## config.mk

```make
export PLATFORM = sky130hd
export DESIGN_NAME = drs_sequencer
export DESIGN_NICKNAME = d
export VERILOG_FILES = /design/src/hdl/drs_pkg.sv /design/src/hdl/drs_sequencer.sv
export SDC_FILE = /design/constraint.sdc
export NUM_CORES = 1
export LEC_CHECK = 0
export BUFFER_PORTS_ARGS = -buffer_cell sky130_fd_sc_hd__buf_2
export CORE_UTILIZATION = 31
export CTS_BUF_LIST = sky130_fd_sc_hd__clkbuf_4 sky130_fd_sc_hd__clkbuf_8 sky130_fd_sc_hd__clkbuf_16
export DETAILED_ROUTE_END_ITERATION = 8
export SETUP_SLACK_MARGIN = 0.5
export SLEW_MARGIN = 20
export SYNTH_ARGS = -nofsm -noshare
export SYNTH_HDL_FRONTEND = slang
export SYNTH_SLANG_ARGS = --single-unit
```

## constraint.sdc

```tcl
create_clock -name mclk -period 5.6 [get_ports mclk]
set_input_delay 1.12 -clock mclk [delete_from_list [all_inputs] [get_ports mclk]]
set_output_delay 1.12 -clock mclk [all_outputs]
set_load 0.02 [all_outputs]
```

## src/hdl/drs_pkg.sv

```systemverilog
// Constants, register map and state type for the drive run sequencer.
// Assumes a single 125 MHz clock and an Avalon-MM register master.
// What this block does
// - Run commands need permit, halts negated, healthy, remote.
// - Forward and reverse together mean stop unless jog is set.
// - Run_accepted advances to ready on contactor feedback.
// - Permit dropped while running coasts the motor.
// - Quick-halt-negated low ramps speed to zero.
// - Quick halt latched until ramp reaches zero.
// - Freewheel halt coasts, latched until stop completes.
// - Direction invert reverses the demanded rotation.
// - Fault-clear rising edge clears all latched trips.
// - Run rising edge clears trips when option set.
// - Autostart runs at power-up, else needs edge.
// - Active, jog and halting flags, false after reset.
// - Run_accepted drives coil and starts the timer.
// - No feedback before timeout trips contactor fault.
// - Ready-to-switch-on flag when start enabled next.
// - Run-accepted flag while awaiting contactor feedback.
// - Ready flag when power stage is operable.
// - Entry flag pulses one execution cycle on run.
// - State code zero to seven, resets to zero.
// - Demanded reverse combines direction and reverse command.
// - Health cleared on trip, set on run removal.
// - Fan request held sixty seconds after conditions drop.
`default_nettype none
package drs_pkg;
   // Clock and execution cycle timing
   localparam int CLK_HZ = 125_000_000;
   localparam int EXEC_PERIOD_US = 1000;
   localparam int EXEC_CYCLES = CLK_HZ / 1_000_000 * EXEC_PERIOD_US;
   localparam int TENTH_S_MS = 100;
   localparam int TENTH_TICKS = TENTH_S_MS * 1000 / EXEC_PERIOD_US;
   localparam int FAN_HOLD_S = 60;
   localparam int FAN_HOLD_TICKS = FAN_HOLD_S * 1_000_000 / EXEC_PERIOD_US;
   // Contactor timeout, in tenths of a second
   localparam logic [7:0] CDLY_RESET = 8'h64;
   localparam logic [7:0] CDLY_MIN = 8'h0a;
   localparam logic [7:0] CDLY_MAX = 8'h64;
   // Register byte offsets
   localparam logic [3:0] OFS_CTRL = 4'h0;
   localparam logic [3:0] OFS_CDLY = 4'h4;
   localparam logic [3:0] OFS_STAT = 4'h8;
   // Control register fields
   localparam int C_FWD = 0;
   localparam int C_REV = 1;
   localparam int C_JOG = 2;
   localparam int C_PERMIT = 3;
   localparam int C_QH_N = 4;
   localparam int C_FW_N = 5;
   localparam int C_REMOTE = 6;
   localparam int C_DIR_INV = 7;
   localparam int C_FCLR = 8;
   localparam int C_FCLR_RUN = 9;
   localparam int C_AUTOSTART = 10;
   localparam int C_WIDTH = 11;
   localparam logic [10:0] CTRL_RESET = 11'h238;
   // Status register fields
   localparam int S_FAULTED = 0;
   localparam int S_ACTIVE = 1;
   localparam int S_JOG = 2;
   localparam int S_HALTING = 3;
   localparam int S_RTS = 4;
   localparam int S_RUN_ACC = 5;
   localparam int S_READY = 6;
   localparam int S_ENTRY = 7;
   localparam int S_DREV = 8;
   localparam int S_HEALTHY = 9;
   localparam int S_FAN = 10;
   localparam int S_COIL = 11;
   localparam int S_CODE = 12;
   localparam int S_CFB_FAULT = 15;
   localparam int S_EXT_FAULT = 16;
   // Sequencer states, listed in code order 0..7
   typedef enum logic [2:0] {
      ST_START_DIS, ST_START_EN, ST_RUN_ACCEPTED, ST_READY,
      ST_ENABLED, ST_QHALT, ST_TRIP_ACT, ST_TRIPPED
   } drs_state_e;
endpackage
`default_nettype wire

```

## src/hdl/drs_sequencer.sv

```systemverilog
// Drive run sequencer: start/stop state machine with contactor timing.
// Assumes pin inputs are asynchronous and a single Avalon-MM master.
`timescale 1ns/1ns
`default_nettype none
module drs_sequencer
   import drs_pkg::*;
#(
   parameter int TICK_CYCLES = EXEC_CYCLES,
   parameter int FAN_TICKS = FAN_HOLD_TICKS,
   parameter int TENTH = TENTH_TICKS,
   parameter bit SMALL_FRAME = 1'b0
) (
   // Clock and reset
   input wire logic mclk,
   input wire logic rst_n,
   // Avalon-MM slave
   input wire logic [3:0] avs_address,
   input wire logic avs_read,
   input wire logic avs_write,
   input wire logic [31:0] avs_writedata,
   output logic [31:0] avs_readdata,
   output logic avs_waitrequest,
   // Contactor and external conditions (pins)
   input wire logic contactor_closed,
   input wire logic at_zero_speed,
   input wire logic ext_trip,
   input wire logic heatsink_hot,
   input wire logic ambient_hot,
   input wire logic load_high,
   // Outputs to the drive
   output logic contactor_coil,
   output logic fan_request,
   output logic entry_pulse,
   output logic [2:0] state_code
);

   // Synchronised pins: closed, zero, trip, heat, ambient, load
   logic [5:0] pin_s1;
   logic [5:0] pin_s2;
   logic [10:0] ctrl;
   logic [7:0] cdly;
   logic [31:0] tick_cnt;
   logic tick;
   logic [2:0] state_q;
   drs_state_e state;
   drs_state_e next_state;
   logic fclr_prev;
   logic run_prev;
   logic armed;
   logic first_tick;
   logic qh_lat;
   logic fw_lat;
   logic cfb_fault;
   logic ext_fault;
   logic healthy;
   logic [23:0] ctc_timer;
   logic [23:0] ctc_limit;
   logic [31:0] fan_cnt;
   logic faulted;
   logic active_flag;
   logic jog_flag;
   logic halting_flag;
   logic rts_flag;
   logic run_accepted;
   logic ready_flag;
   logic demanded_reverse;

   // Two-flop synchronisers for all pins
   always_ff @(posedge mclk) begin
      pin_s1 <= {load_high, ambient_hot, heatsink_hot, ext_trip,
                 at_zero_speed, contactor_closed};
      pin_s2 <= pin_s1;
   end

   // Decoded command terms
   logic fwd, rev, jog, permit, qh_n, fw_n, remote, fbk, at_zero;
   logic run_raw, run_req, may_run, clr_evt, trip_evt, ctc_expired;
   always_comb begin
      fwd = ctrl[C_FWD];
      rev = ctrl[C_REV];
      jog = ctrl[C_JOG];
      permit = ctrl[C_PERMIT];
      qh_n = ctrl[C_QH_N];
      fw_n = ctrl[C_FW_N];
      remote = ctrl[C_REMOTE];
      fbk = pin_s2[0];
      at_zero = pin_s2[1];
      run_raw = fwd | rev | jog;
      may_run = permit & qh_n & fw_n & healthy & remote;
      run_req = may_run & ((fwd ^ rev) | jog);
      clr_evt = (ctrl[C_FCLR] & ~fclr_prev)
         | (ctrl[C_FCLR_RUN] & run_raw & ~run_prev);
      ctc_limit = 24'(cdly) * 24'(TENTH);
      ctc_expired = (state == ST_RUN_ACCEPTED) & ~fbk
         & (ctc_timer >= ctc_limit - 24'h1);
      trip_evt = ctc_expired | pin_s2[2];
   end

   // Execution cycle tick
   always_ff @(posedge mclk) begin
      if (!rst_n) begin
         tick_cnt <= 32'h0;
         tick <= 1'b0;
      end else if (tick_cnt >= 32'(TICK_CYCLES - 1)) begin
         tick_cnt <= 32'h0;
         tick <= 1'b1;
      end else begin
         tick_cnt <= tick_cnt + 32'h1;
         tick <= 1'b0;
      end
   end

   // Sequencer next state
   always_comb begin
      next_state = state;
      case (state)
         ST_START_DIS: begin
            if (!qh_lat && !fw_lat && may_run)
               next_state = ST_START_EN;
         end
         ST_START_EN: begin
            if (!may_run || qh_lat || fw_lat)
               next_state = ST_START_DIS;
            else if (run_req && armed)
               next_state = ST_RUN_ACCEPTED;
         end
         ST_RUN_ACCEPTED: begin
            if (!run_req)
               next_state = ST_START_EN;
            else if (fbk)
               next_state = ST_READY;
         end
         ST_READY: begin
            if (!run_req)
               next_state = ST_START_EN;
            else
               next_state = ST_ENABLED;
         end
         ST_ENABLED: begin
            if (!permit || !fw_n)
               next_state = ST_START_DIS;
            else if (!qh_n)
               next_state = ST_QHALT;
            else if (!run_req)
               next_state = ST_START_EN;
         end
         ST_QHALT: begin
            if (at_zero)
               next_state = ST_START_DIS;
         end
         ST_TRIP_ACT: begin
            if (at_zero)
               next_state = ST_TRIPPED;
         end
         ST_TRIPPED: begin
            if (!cfb_fault && !ext_fault && !trip_evt)
               next_state = ST_START_DIS;
         end
         default: next_state = ST_START_DIS;
      endcase
      if (trip_evt && state != ST_TRIPPED && state != ST_TRIP_ACT)
         next_state = ST_TRIP_ACT;
   end

   // State register, advanced once per tick
   always_ff @(posedge mclk) begin
      if (!rst_n)
         state <= ST_START_DIS;
      else if (tick)
         state <= next_state;
   end
   assign state_q = state;

   // Edge history and autostart arming
   always_ff @(posedge mclk) begin
      if (!rst_n) begin
         fclr_prev <= 1'b0;
         run_prev <= 1'b0;
         armed <= 1'b0;
         first_tick <= 1'b1;
      end else if (tick) begin
         fclr_prev <= ctrl[C_FCLR];
         run_prev <= run_raw;
         first_tick <= 1'b0;
         armed <= armed | ~run_raw
            | (first_tick & ctrl[C_AUTOSTART]);
      end
   end

   // Latched halts
   always_ff @(posedge mclk) begin
      if (!rst_n) begin
         qh_lat <= 1'b0;
         fw_lat <= 1'b0;
      end else if (tick) begin
         if (!qh_n && state == ST_ENABLED)
            qh_lat <= 1'b1;
         else if (at_zero)
            qh_lat <= 1'b0;
         if (!fw_n)
            fw_lat <= 1'b1;
         else if (at_zero)
            fw_lat <= 1'b0;
      end
   end

   // Latched trips; a new trip wins over a clear
   always_ff @(posedge mclk) begin
      if (!rst_n) begin
         cfb_fault <= 1'b0;
         ext_fault <= 1'b0;
      end else if (tick) begin
         if (ctc_expired)
            cfb_fault <= 1'b1;
         else if (clr_evt)
            cfb_fault <= 1'b0;
         if (pin_s2[2])
            ext_fault <= 1'b1;
         else if (clr_evt)
            ext_fault <= 1'b0;
      end
   end

   // Health flag
   always_ff @(posedge mclk) begin
      if (!rst_n)
         healthy <= 1'b1;
      else if (tick) begin
         if (trip_evt)
            healthy <= 1'b0;
         else if (!run_raw)
            healthy <= 1'b1;
      end
   end

   // Contactor feedback timer
   always_ff @(posedge mclk) begin
      if (!rst_n)
         ctc_timer <= 24'h0;
      else if (tick) begin
         if (state == ST_RUN_ACCEPTED)
            ctc_timer <= ctc_timer + 24'h1;
         else
            ctc_timer <= 24'h0;
      end
   end

   // Fan request with hold-off
   always_ff @(posedge mclk) begin
      if (!rst_n) begin
         fan_cnt <= SMALL_FRAME ? 32'(FAN_TICKS) : 32'h0;
         fan_request <= SMALL_FRAME;
      end else if (tick) begin
         if (|pin_s2[5:3]) begin
            fan_cnt <= 32'(FAN_TICKS);
            fan_request <= 1'b1;
         end else if (fan_cnt != 32'h0) begin
            fan_cnt <= fan_cnt - 32'h1;
            fan_request <= 1'b1;
         end else
            fan_request <= 1'b0;
      end
   end

   // Status flags and outputs, registered from the next state and control bits
   always_ff @(posedge mclk) begin
      if (!rst_n) begin
         active_flag <= 1'b0;
         jog_flag <= 1'b0;
         halting_flag <= 1'b0;
         rts_flag <= 1'b0;
         run_accepted <= 1'b0;
         ready_flag <= 1'b0;
         entry_pulse <= 1'b0;
         contactor_coil <= 1'b0;
         state_code <= 3'h0;
         demanded_reverse <= 1'b0;
      end else if (tick) begin
         active_flag <= next_state == ST_ENABLED;
         jog_flag <= next_state == ST_ENABLED && jog && !(fwd ^ rev);
         halting_flag <= next_state == ST_QHALT
            || next_state == ST_TRIP_ACT;
         rts_flag <= next_state == ST_START_EN;
         run_accepted <= next_state == ST_RUN_ACCEPTED;
         ready_flag <= next_state == ST_READY
            || next_state == ST_ENABLED;
         entry_pulse <= next_state == ST_ENABLED
            && state != ST_ENABLED;
         contactor_coil <= next_state == ST_RUN_ACCEPTED
            || next_state == ST_READY
            || next_state == ST_ENABLED
            || next_state == ST_QHALT;
         state_code <= next_state;
         demanded_reverse <= rev ^ ctrl[C_DIR_INV];
      end
   end
   assign faulted = cfb_fault | ext_fault;

   // Bus handshake: one wait cycle, then the answer
   always_ff @(posedge mclk) begin
      if (!rst_n)
         avs_waitrequest <= 1'b1;
      else
         avs_waitrequest <= !((avs_read || avs_write) && avs_waitrequest);
   end

   // Register writes, taken when waitrequest is low
   always_ff @(posedge mclk) begin
      if (!rst_n) begin
         ctrl <= CTRL_RESET;
         cdly <= CDLY_RESET;
      end else if (avs_write && !avs_waitrequest) begin
         if (avs_address == OFS_CTRL)
            ctrl <= avs_writedata[C_WIDTH-1:0];
         else if (avs_address == OFS_CDLY) begin
            if (avs_writedata[7:0] < CDLY_MIN)
               cdly <= CDLY_MIN;
            else if (avs_writedata[7:0] > CDLY_MAX)
               cdly <= CDLY_MAX;
            else
               cdly <= avs_writedata[7:0];
         end
      end
   end

   // Read data, loaded in the wait cycle
   always_ff @(posedge mclk) begin
      if (!rst_n)
         avs_readdata <= 32'h0;
      else if (avs_read && avs_waitrequest) begin
         avs_readdata <= 32'h0;
         case (avs_address)
            OFS_CTRL: avs_readdata <= {21'h0, ctrl};
            OFS_CDLY: avs_readdata <= {24'h0, cdly};
            OFS_STAT: avs_readdata <= {15'h0, ext_fault, cfb_fault,
               state_q, contactor_coil, fan_request, healthy,
               demanded_reverse, entry_pulse, ready_flag, run_accepted,
               rts_flag, halting_flag, jog_flag, active_flag, faulted};
            default: avs_readdata <= 32'h0;
         endcase
      end
   end
endmodule // drs_sequencer
`default_nettype wire

```

==> results of run 1 <==
per-layer routing:
layer  track usage  vias up  routed length, um
met5             0        -                  0
met4        0.0391        0                201
met3        0.0289       17                552
met2         0.232       90               8520
met1         0.183     3089               8740
li1              -     3339                  -
sequential cells by signal, summed over array words and instances, names as in the netlist, 3 cells and up:
register,flops
pin_s2,6
tick_cnt,32
ctrl,11
state_code,3
avs_readdata,17
cdly,8
ctc_timer,24
fan_cnt,32
pin_s1,6
synthesized netlist by cell type (15+ instances only):
library cell,count
dfxtp_1,160
nor2_1,121
nand2_1,95
a21oi_1,80
ha_1,58
xnor2_1,40
nand3_1,35
xor2_1,35
inv_1,33
o21ai_0,24
clkbuf_1,21
buf_4,15
nand4_1,15
kinds of logic (layout without fill, tap and decap cells):
logic type                 count (synthesis)  after routing  synth area share
xor gates and xnor gates                  76             76            0.0846
muxes                                      3              3           0.00373
AOI/OAI and AO/OA                        172            172             0.137
buffers and inverters                     78            146            0.0448
adders and majority gates                 61             61            0.0976
other                                      1             30          0.000466
and+or+nand+nor                          369            369             0.234
DFF                                      160            160             0.398
repair_timing:
action,4_1_cts,5_1_grt
buffers inserted,6,3
cloned,1,0
resized for setup,40,22
setup endpoints to repair,12,13
pin swaps,15,16
worst max-delay path: stages, from the launching register on:
cell and delay, ns:
dfxtp_4 0.36, buf_6 0.12, ha_4 0.15, ha_4 0.25, fa_1 0.44, ha_4 0.30
buf_6 0.10, a21oi_4 0.06, o21ai_2 0.19, a211oi_2 0.10, or3b_4 0.42, a2111oi_4 0.29
xor3_1 0.29, ha_1 0.30, nand2_1 0.07, or4_4 0.51, a311oi_4 0.28, a211o_2 0.22
nor3_2 0.06, o41a_1 0.40, a31oi_1 0.17
metrics by stage:
stage	worst slack [ns]	hold slack (ns)	total power (uW)	instance area [um^2]
finish	0.447	0.328	2520	9830
detailed placement	0.227	0.312	1430	8820
global placement	0.218	0.312	1430	8810
CTS	0.368	0.328	2540	9670
floorplan	0.506	0.310	1380	8210
global route	0.188	0.336	2620	9830
cell usage in the layout, fill, tap and decap left out, drive strengths merged, types with 7 or more instances in the layout:
cell and count:
nor2 121, nor4 13, or3 10, ha 58, dfxtp 160, o21ai 24
nor3 15, a21o 7, xor2 35, a22oi 14, inv 37, xnor2 40
nand2 95, nor2b 10, a21oi 81, nand4 15, and3 10, nand3 35
conb 30, buf 80, clkbuf 21
path summary, 6_finish.rpt:
path	slack [ns]	end	startpoint
max reg2reg	0.45	contactor_coil$_SDFFE_PN0P_	cdly[2]$_SDFFE_PN1P_
min reg2reg	0.33	pin_s2[5]$_DFF_P_	pin_s1[5]$_DFF_P_
min	0.33	pin_s2[5]$_DFF_P_	pin_s1[5]$_DFF_P_
max	0.45	contactor_coil$_SDFFE_PN0P_	cdly[2]$_SDFFE_PN1P_
layout make-up:
type,instances,area (um^2)
Clock inverter,12,101
Timing Repair Buffer,81,507
Clock buffer,20,460
Tap cell,330,413
Multi-Input combinational cell,711,5010
Inverter,33,124
Fill cell,2480,15500
Sequential cell,160,3220
report_power, final:
group          switching (uW)  internal [uW]
registers                28.3           1170
clock network             493            606
logic                     134           89.1
==> reports/metrics.csv, run 1 <==
stage;metric;value;unit
status;status;finished clean;
floorplanning;core;25300;um^2
place;port_buffers;48;
detailed_routing;drt-initial-drc-count;282;
timing;finalSetupTns;0;ns
clock_tree;cts.clk_slew.worst_paths;0.07;ns
detailed_routing;viasPerCell;4.85;
final_layout;instances_no_fill;1347;
detailed_routing;dr_total_vias;6535;
setup_path;path_max_fanout;3;
timing;rsz0062_at_grt;true;
floorplanning;start_util;0.318;
hold_path;hold_depth;0;
detailed_routing;wl_per_cell;13.4;um
synth;ys_warn_count;0;
floorplanning;num_rows;58;
synth;avgSynthCellArea;8.75;um^2
place;place_congestion;0.796;
floorplanning;die_height;163;um
global_routing;grt_pass1_vias;6194;
synth;synth_edf_count;0;
clock_tree;clock_latency;0.43;ns
synth;yosysTopAreaCell;dfxtp_1;
clock_tree;holdBufCountCts;0;
power_and_ir_drop;power.density;256;nW/um^2
hold_path;hp-class;flop to flop;
clock_tree;cts_tree;yes;
place;place_inst;1305;
clock_tree;clock_path_buffers;2;
timing;worstMarginPinSlew;0.847;ns
synth;ys_types;75;
final_layout;fin_util;0.388;
synth;syn_inst;920;
setup_path;critical_path_arrival;5.51;ns
setup_path;r2r_cells;20;
timing;fmaxAchievable;194;MHz
clock_tree;cts-htree-levels;4;
detailed_routing;antenna_left;0;
flow_run;max_cap_violations;0;
final_layout;layout.nets;1111;
global_routing;grt_max_degree;57;
detailed_routing;drc;0;
setup_path;required;5.95;ns
floorplanning;die_w;163;um
synth;synth_area_leaders;dfxtp_1 40%, ha_1 9.0%, nor2_1 5.6%, a21oi_1 5.0%, nand2_1 4.4%;
setup_path;critPathCaptureType;flop;
timing;finalSetupViolCount;0;
synth;synthFlopType;dfxtp_1;
detailed_routing;wirelength;18.0;mm
synth;synth_top_area_frac;0.398;
final_layout;antenna_cells;0;
clock_tree;root_buffer;clkbuf_16;
clock_tree;cts_sinks;160;
global_routing;overflow;0;
timing;min_period;5.15;ns
synth;ys_seq_elements;160;
synth;async_flop_share;0;
synth;ys_seq_area_frac;0.398;
clock_tree;cts_made_buffers;17;
timing;hold_viol;0;
setup_path;critical_path_class;flop to flop;
floorplanning;die_area;26600;um^2
power_and_ir_drop;p_leak;0.00375;uW
global_routing;grt_usage;0.140;
detailed_routing;dr.pass1.iters;4;
global_routing;grt_pass1_wl;30.1;mm
global_routing;antenna_found_initial;0;
final_layout;drive_above_1_share;0.187;
timing;skew;0.00959;ns
floorplanning;pin_count;85;
power_and_ir_drop;ir_worst_vdd;0.000217;V
timing;slew_viol_final;0;
setup_path;startpoint_type;flop;
place;dp_hpwl;12.4;mm
synth;synth_area;8050;um^2
timing;relSlewSlack;0.434;
final_layout;syn2layout_area_growth;22.1;%
timing;fin_crit_sh;0.920;
(Power assumes the default switching activity.)
==> inputs of run 2 (changes only) <==
--- a/config.mk
+++ b/config.mk
@@ -9,6 +9,7 @@
 export CORE_UTILIZATION = 31
 export CTS_BUF_LIST = sky130_fd_sc_hd__clkbuf_4 sky130_fd_sc_hd__clkbuf_8 sky130_fd_sc_hd__clkbuf_16
 export DETAILED_ROUTE_END_ITERATION = 8
+export MAX_ROUTING_LAYER = met4
 export SETUP_SLACK_MARGIN = 0.5
 export SLEW_MARGIN = 20
 export SYNTH_ARGS = -nofsm -noshare
==> run 2 against run 1 <==
  * Clock skew about the same
  * Via count down 0.37%
  * Worst setup slack lost 0.0086 ns
  * Register-to-register slack hardly changed
  * Non-clock buffer count is the same
  * Count of clock-buffer cells in the layout did not move
  * Die area unchanged
  * First-iteration DRC count up 1.4%
  * Total power hardly changed
  * Utilization unchanged
  * Combinational power is essentially flat
  * Highest routed layer unchanged
==> reports/metrics.csv, run 2 (same netlist as run 1, synthesis figures left out) <==
stage;metric;value;unit;change
status;status;finished clean;;unchanged
final_layout;antenna_cells;0;;unchanged
final_layout;layout_common_cells;155 x dfxtp_1, 121 x nor2_1, 95 x nand2_1, 75 x a21oi_1, 48 x buf_2;;unchanged
setup_path;crit_chain;buf_6 -> ha_4 -> ha_4 -> fa_1 -> ha_4 -> buf_6 -> a21oi_4 -> o21ai_2 -> a211oi_2 -> or3b_4 -> a2111oi_4 -> xor3_1 -> ha_1 -> nand2_1 -> or4_4 -> a311oi_4 -> a211o_2 -> nor3_2 -> o41a_1 -> a31oi_1;;unchanged
floorplanning;die_area;26600;um^2;unchanged
final_layout;layout.nets;1111;;unchanged
hold_path;hold_start;pin_s1[5]$_DFF_P_;;unchanged
hold_path;hp-class;flop to flop;;unchanged
timing;slew_viol_final;0;;unchanged
clock_tree;clock_path_buffers;2;;unchanged
detailed_routing;wirelength;18.0;mm;about the same
setup_path;critPathCaptureType;flop;;unchanged
timing;finalSetupViolCount;0;;unchanged
timing;rsz0062_at_grt;true;;unchanged
final_layout;drive_above_1_share;0.187;;unchanged
global_routing;grt_usage;0.144;;was 0.140
floorplanning;core;25300;um^2;unchanged
final_layout;final_common_cell;dfxtp_1;;unchanged
setup_path;startpoint_type;flop;;unchanged
detailed_routing;drc;0;;unchanged
timing;finalSetupTns;0;ns;unchanged
final_layout;fin_area;9830;um^2;unchanged
floorplanning;die_w;163;um;unchanged
final_layout;instances_no_fill;1347;;unchanged
detailed_routing;dr_total_vias;6511;;was 6535
setup_path;cpPeakStageDelay;0.52;ns;was 0.51 ns
global_routing;grt_pass1_vias;6186;;was 6194
setup_path;cpMostUsedCell;ha_4;;unchanged
global_routing;grt_pass1_wl;30.0;mm;was 30.1 mm
floorplanning;num_rows;58;;unchanged
setup_path;required;5.95;ns;about the same
place;place_area;8820;um^2;unchanged
clock_tree;cts_made_buffers;17;;unchanged
place;port_buffers;48;;unchanged
detailed_routing;antenna_left;0;;unchanged
global_routing;grt_max_degree;57;;unchanged
floorplanning;pin_count;85;;unchanged
timing;relSlewSlack;0.450;;was 0.434
timing;hold_viol;0;;unchanged
setup_path;critical_path_arrival;5.51;ns;about the same
clock_tree;cts_sinks;160;;unchanged
setup_path;critical_path_class;flop to flop;;unchanged
power_and_ir_drop;p_leak;0.00375;uW;unchanged
setup_path;path_max_fanout;3;;unchanged
clock_tree;root_buffer;clkbuf_16;;unchanged
place;dp_hpwl;12.4;mm;unchanged
setup_path;worstReg2RegEnd;contactor_coil$_SDFFE_PN0P_;;unchanged
clock_tree;cts-htree-levels;4;;unchanged
timing;timing.hold.ws;0.327;ns;was 0.328 ns
detailed_routing;dr.pass1.iters;5;;was 4
clock_tree;cts.clk_slew.worst_paths;0.07;ns;about the same
final_layout;fin_util;0.388;;unchanged
timing;worstMarginPinSlew;0.823;ns;was 0.847 ns
detailed_routing;wl_per_cell;13.4;um;about the same
final_layout;reg_top3;fan_cnt (32), tick_cnt (32), ctc_timer (24);;unchanged
clock_tree;cts_tree;yes;;unchanged
setup_path;r2r_cells;20;;unchanged
place;place_inst;1305;;unchanged
setup_path;slowest_stage;or4_4;;unchanged
detailed_routing;viasPerCell;4.83;;was 4.85
global_routing;top_usage_layer;met2;;unchanged
power_and_ir_drop;ir_worst_vdd;0.000216;V;was 0.000217 V
place;place_congestion;0.807;;was 0.796
global_routing;overflow;0;;unchanged
floorplanning;die_height;163;um;unchanged
timing;skew;0.0100;ns;was 0.00959 ns
global_routing;antenna_found_initial;0;;unchanged
flow_run;max_cap_violations;0;;unchanged
global_routing;use_met1;0.182;;was 0.183
timing;min_period;5.16;ns;was 5.15 ns
hold_path;hold_depth;0;;unchanged
power_and_ir_drop;power.density;256;nW/um^2;about the same
timing;fin_crit_sh;0.922;;was 0.920
global_routing;grtUsageMet3;0.0287;;was 0.0289
setup_path;r2r-start;cdly[2]$_SDFFE_PN1P_;;unchanged
hold_path;holdPathEnd;pin_s2[5]$_DFF_P_;;unchanged
final_layout;syn2layout_area_growth;22.1;%;unchanged
timing;fmaxAchievable;194;MHz;about the same
floorplanning;start_util;0.318;;unchanged
detailed_routing;drt-initial-drc-count;286;;was 282
clock_tree;clock_latency;0.43;ns;about the same
global_routing;met2_usage;0.233;;was 0.232
setup_path;r2r_slack;0.44;ns;was 0.45 ns
run 2: worst max path at each step:
stage                     slack (ns)                          end            startpoint  cells past startpoint
after floorplan                 0.51  contactor_coil$_SDFFE_PN0P_  cdly[2]$_SDFFE_PN1P_                     21
final                           0.44  contactor_coil$_SDFFE_PN0P_  cdly[2]$_SDFFE_PN1P_                     20
after global placement          0.22  contactor_coil$_SDFFE_PN0P_  cdly[3]$_SDFFE_PN0P_                     20
after CTS                       0.37  contactor_coil$_SDFFE_PN0P_  cdly[3]$_SDFFE_PN0P_                     20
after global routing            0.19  contactor_coil$_SDFFE_PN0P_  cdly[1]$_SDFFE_PN0P_                     22
after detailed placement        0.23  contactor_coil$_SDFFE_PN0P_  cdly[3]$_SDFFE_PN0P_                     20
run 2: worst max-delay path: cells and delay by family (launching register included):
| family | cells | cell delay [ns] |
|---|---|---|
| flops | 1 | 0.36 |
| xor+xnor | 1 | 0.29 |
| compound gates | 8 | 1.71 |
| buf+inv | 2 | 0.22 |
| simple gates | 4 | 1.07 |
| fa+ha+maj | 5 | 1.44 |
run 2: what timing repair did:
item                                    4_1_cts  5_1_grt
gates resized for setup                      40       22
setup buffers                                 6        3
pin swaps                                    15       16
endpoints found under the hold margin         0        0
hold buffers                                  0        0
cloned                                        1        0
endpoints found under the setup margin       12       13
run 2: report_power, final:
part / total [uW] / leakage (uW) / switching (uW) / internal [uW]
combinational: 223 / 0.00217 / 134 / 89.1
sequential: 1200 / 0.00131 / 28.5 / 1170
clock: 1100 / 0.000267 / 495 / 606
run 2: layout make-up:
class                   instances  area, um^2
multi-input cells             711        5010
clock buffers                  20         460
fillers                      2480       15500
inverters                      33         124
flip-flops and latches        160        3220
well taps                     330         413
clock inverters                12         101
repair buffers                 81         507
run 2: metrics by stage:
stage / setup slack (ns) / power (uW)
global placement: 0.218 / 1430
detailed placement: 0.227 / 1430
finish: 0.438 / 2520
floorplan: 0.506 / 1380
CTS: 0.368 / 2540
global route: 0.188 / 2630
run 2: routing by layer:
| metal | share of wire | vias to the layer above | routed length (um) |
|---|---|---|---|
| met3 | 0.029 | 17 | 528 |
| met1 | 0.49 | 3065 | 8810 |
| met2 | 0.47 | 91 | 8460 |
| met5 | 0 | - | 0 |
| met4 | 0.011 | 0 | 195 |
| li1 | - | 3338 | - |
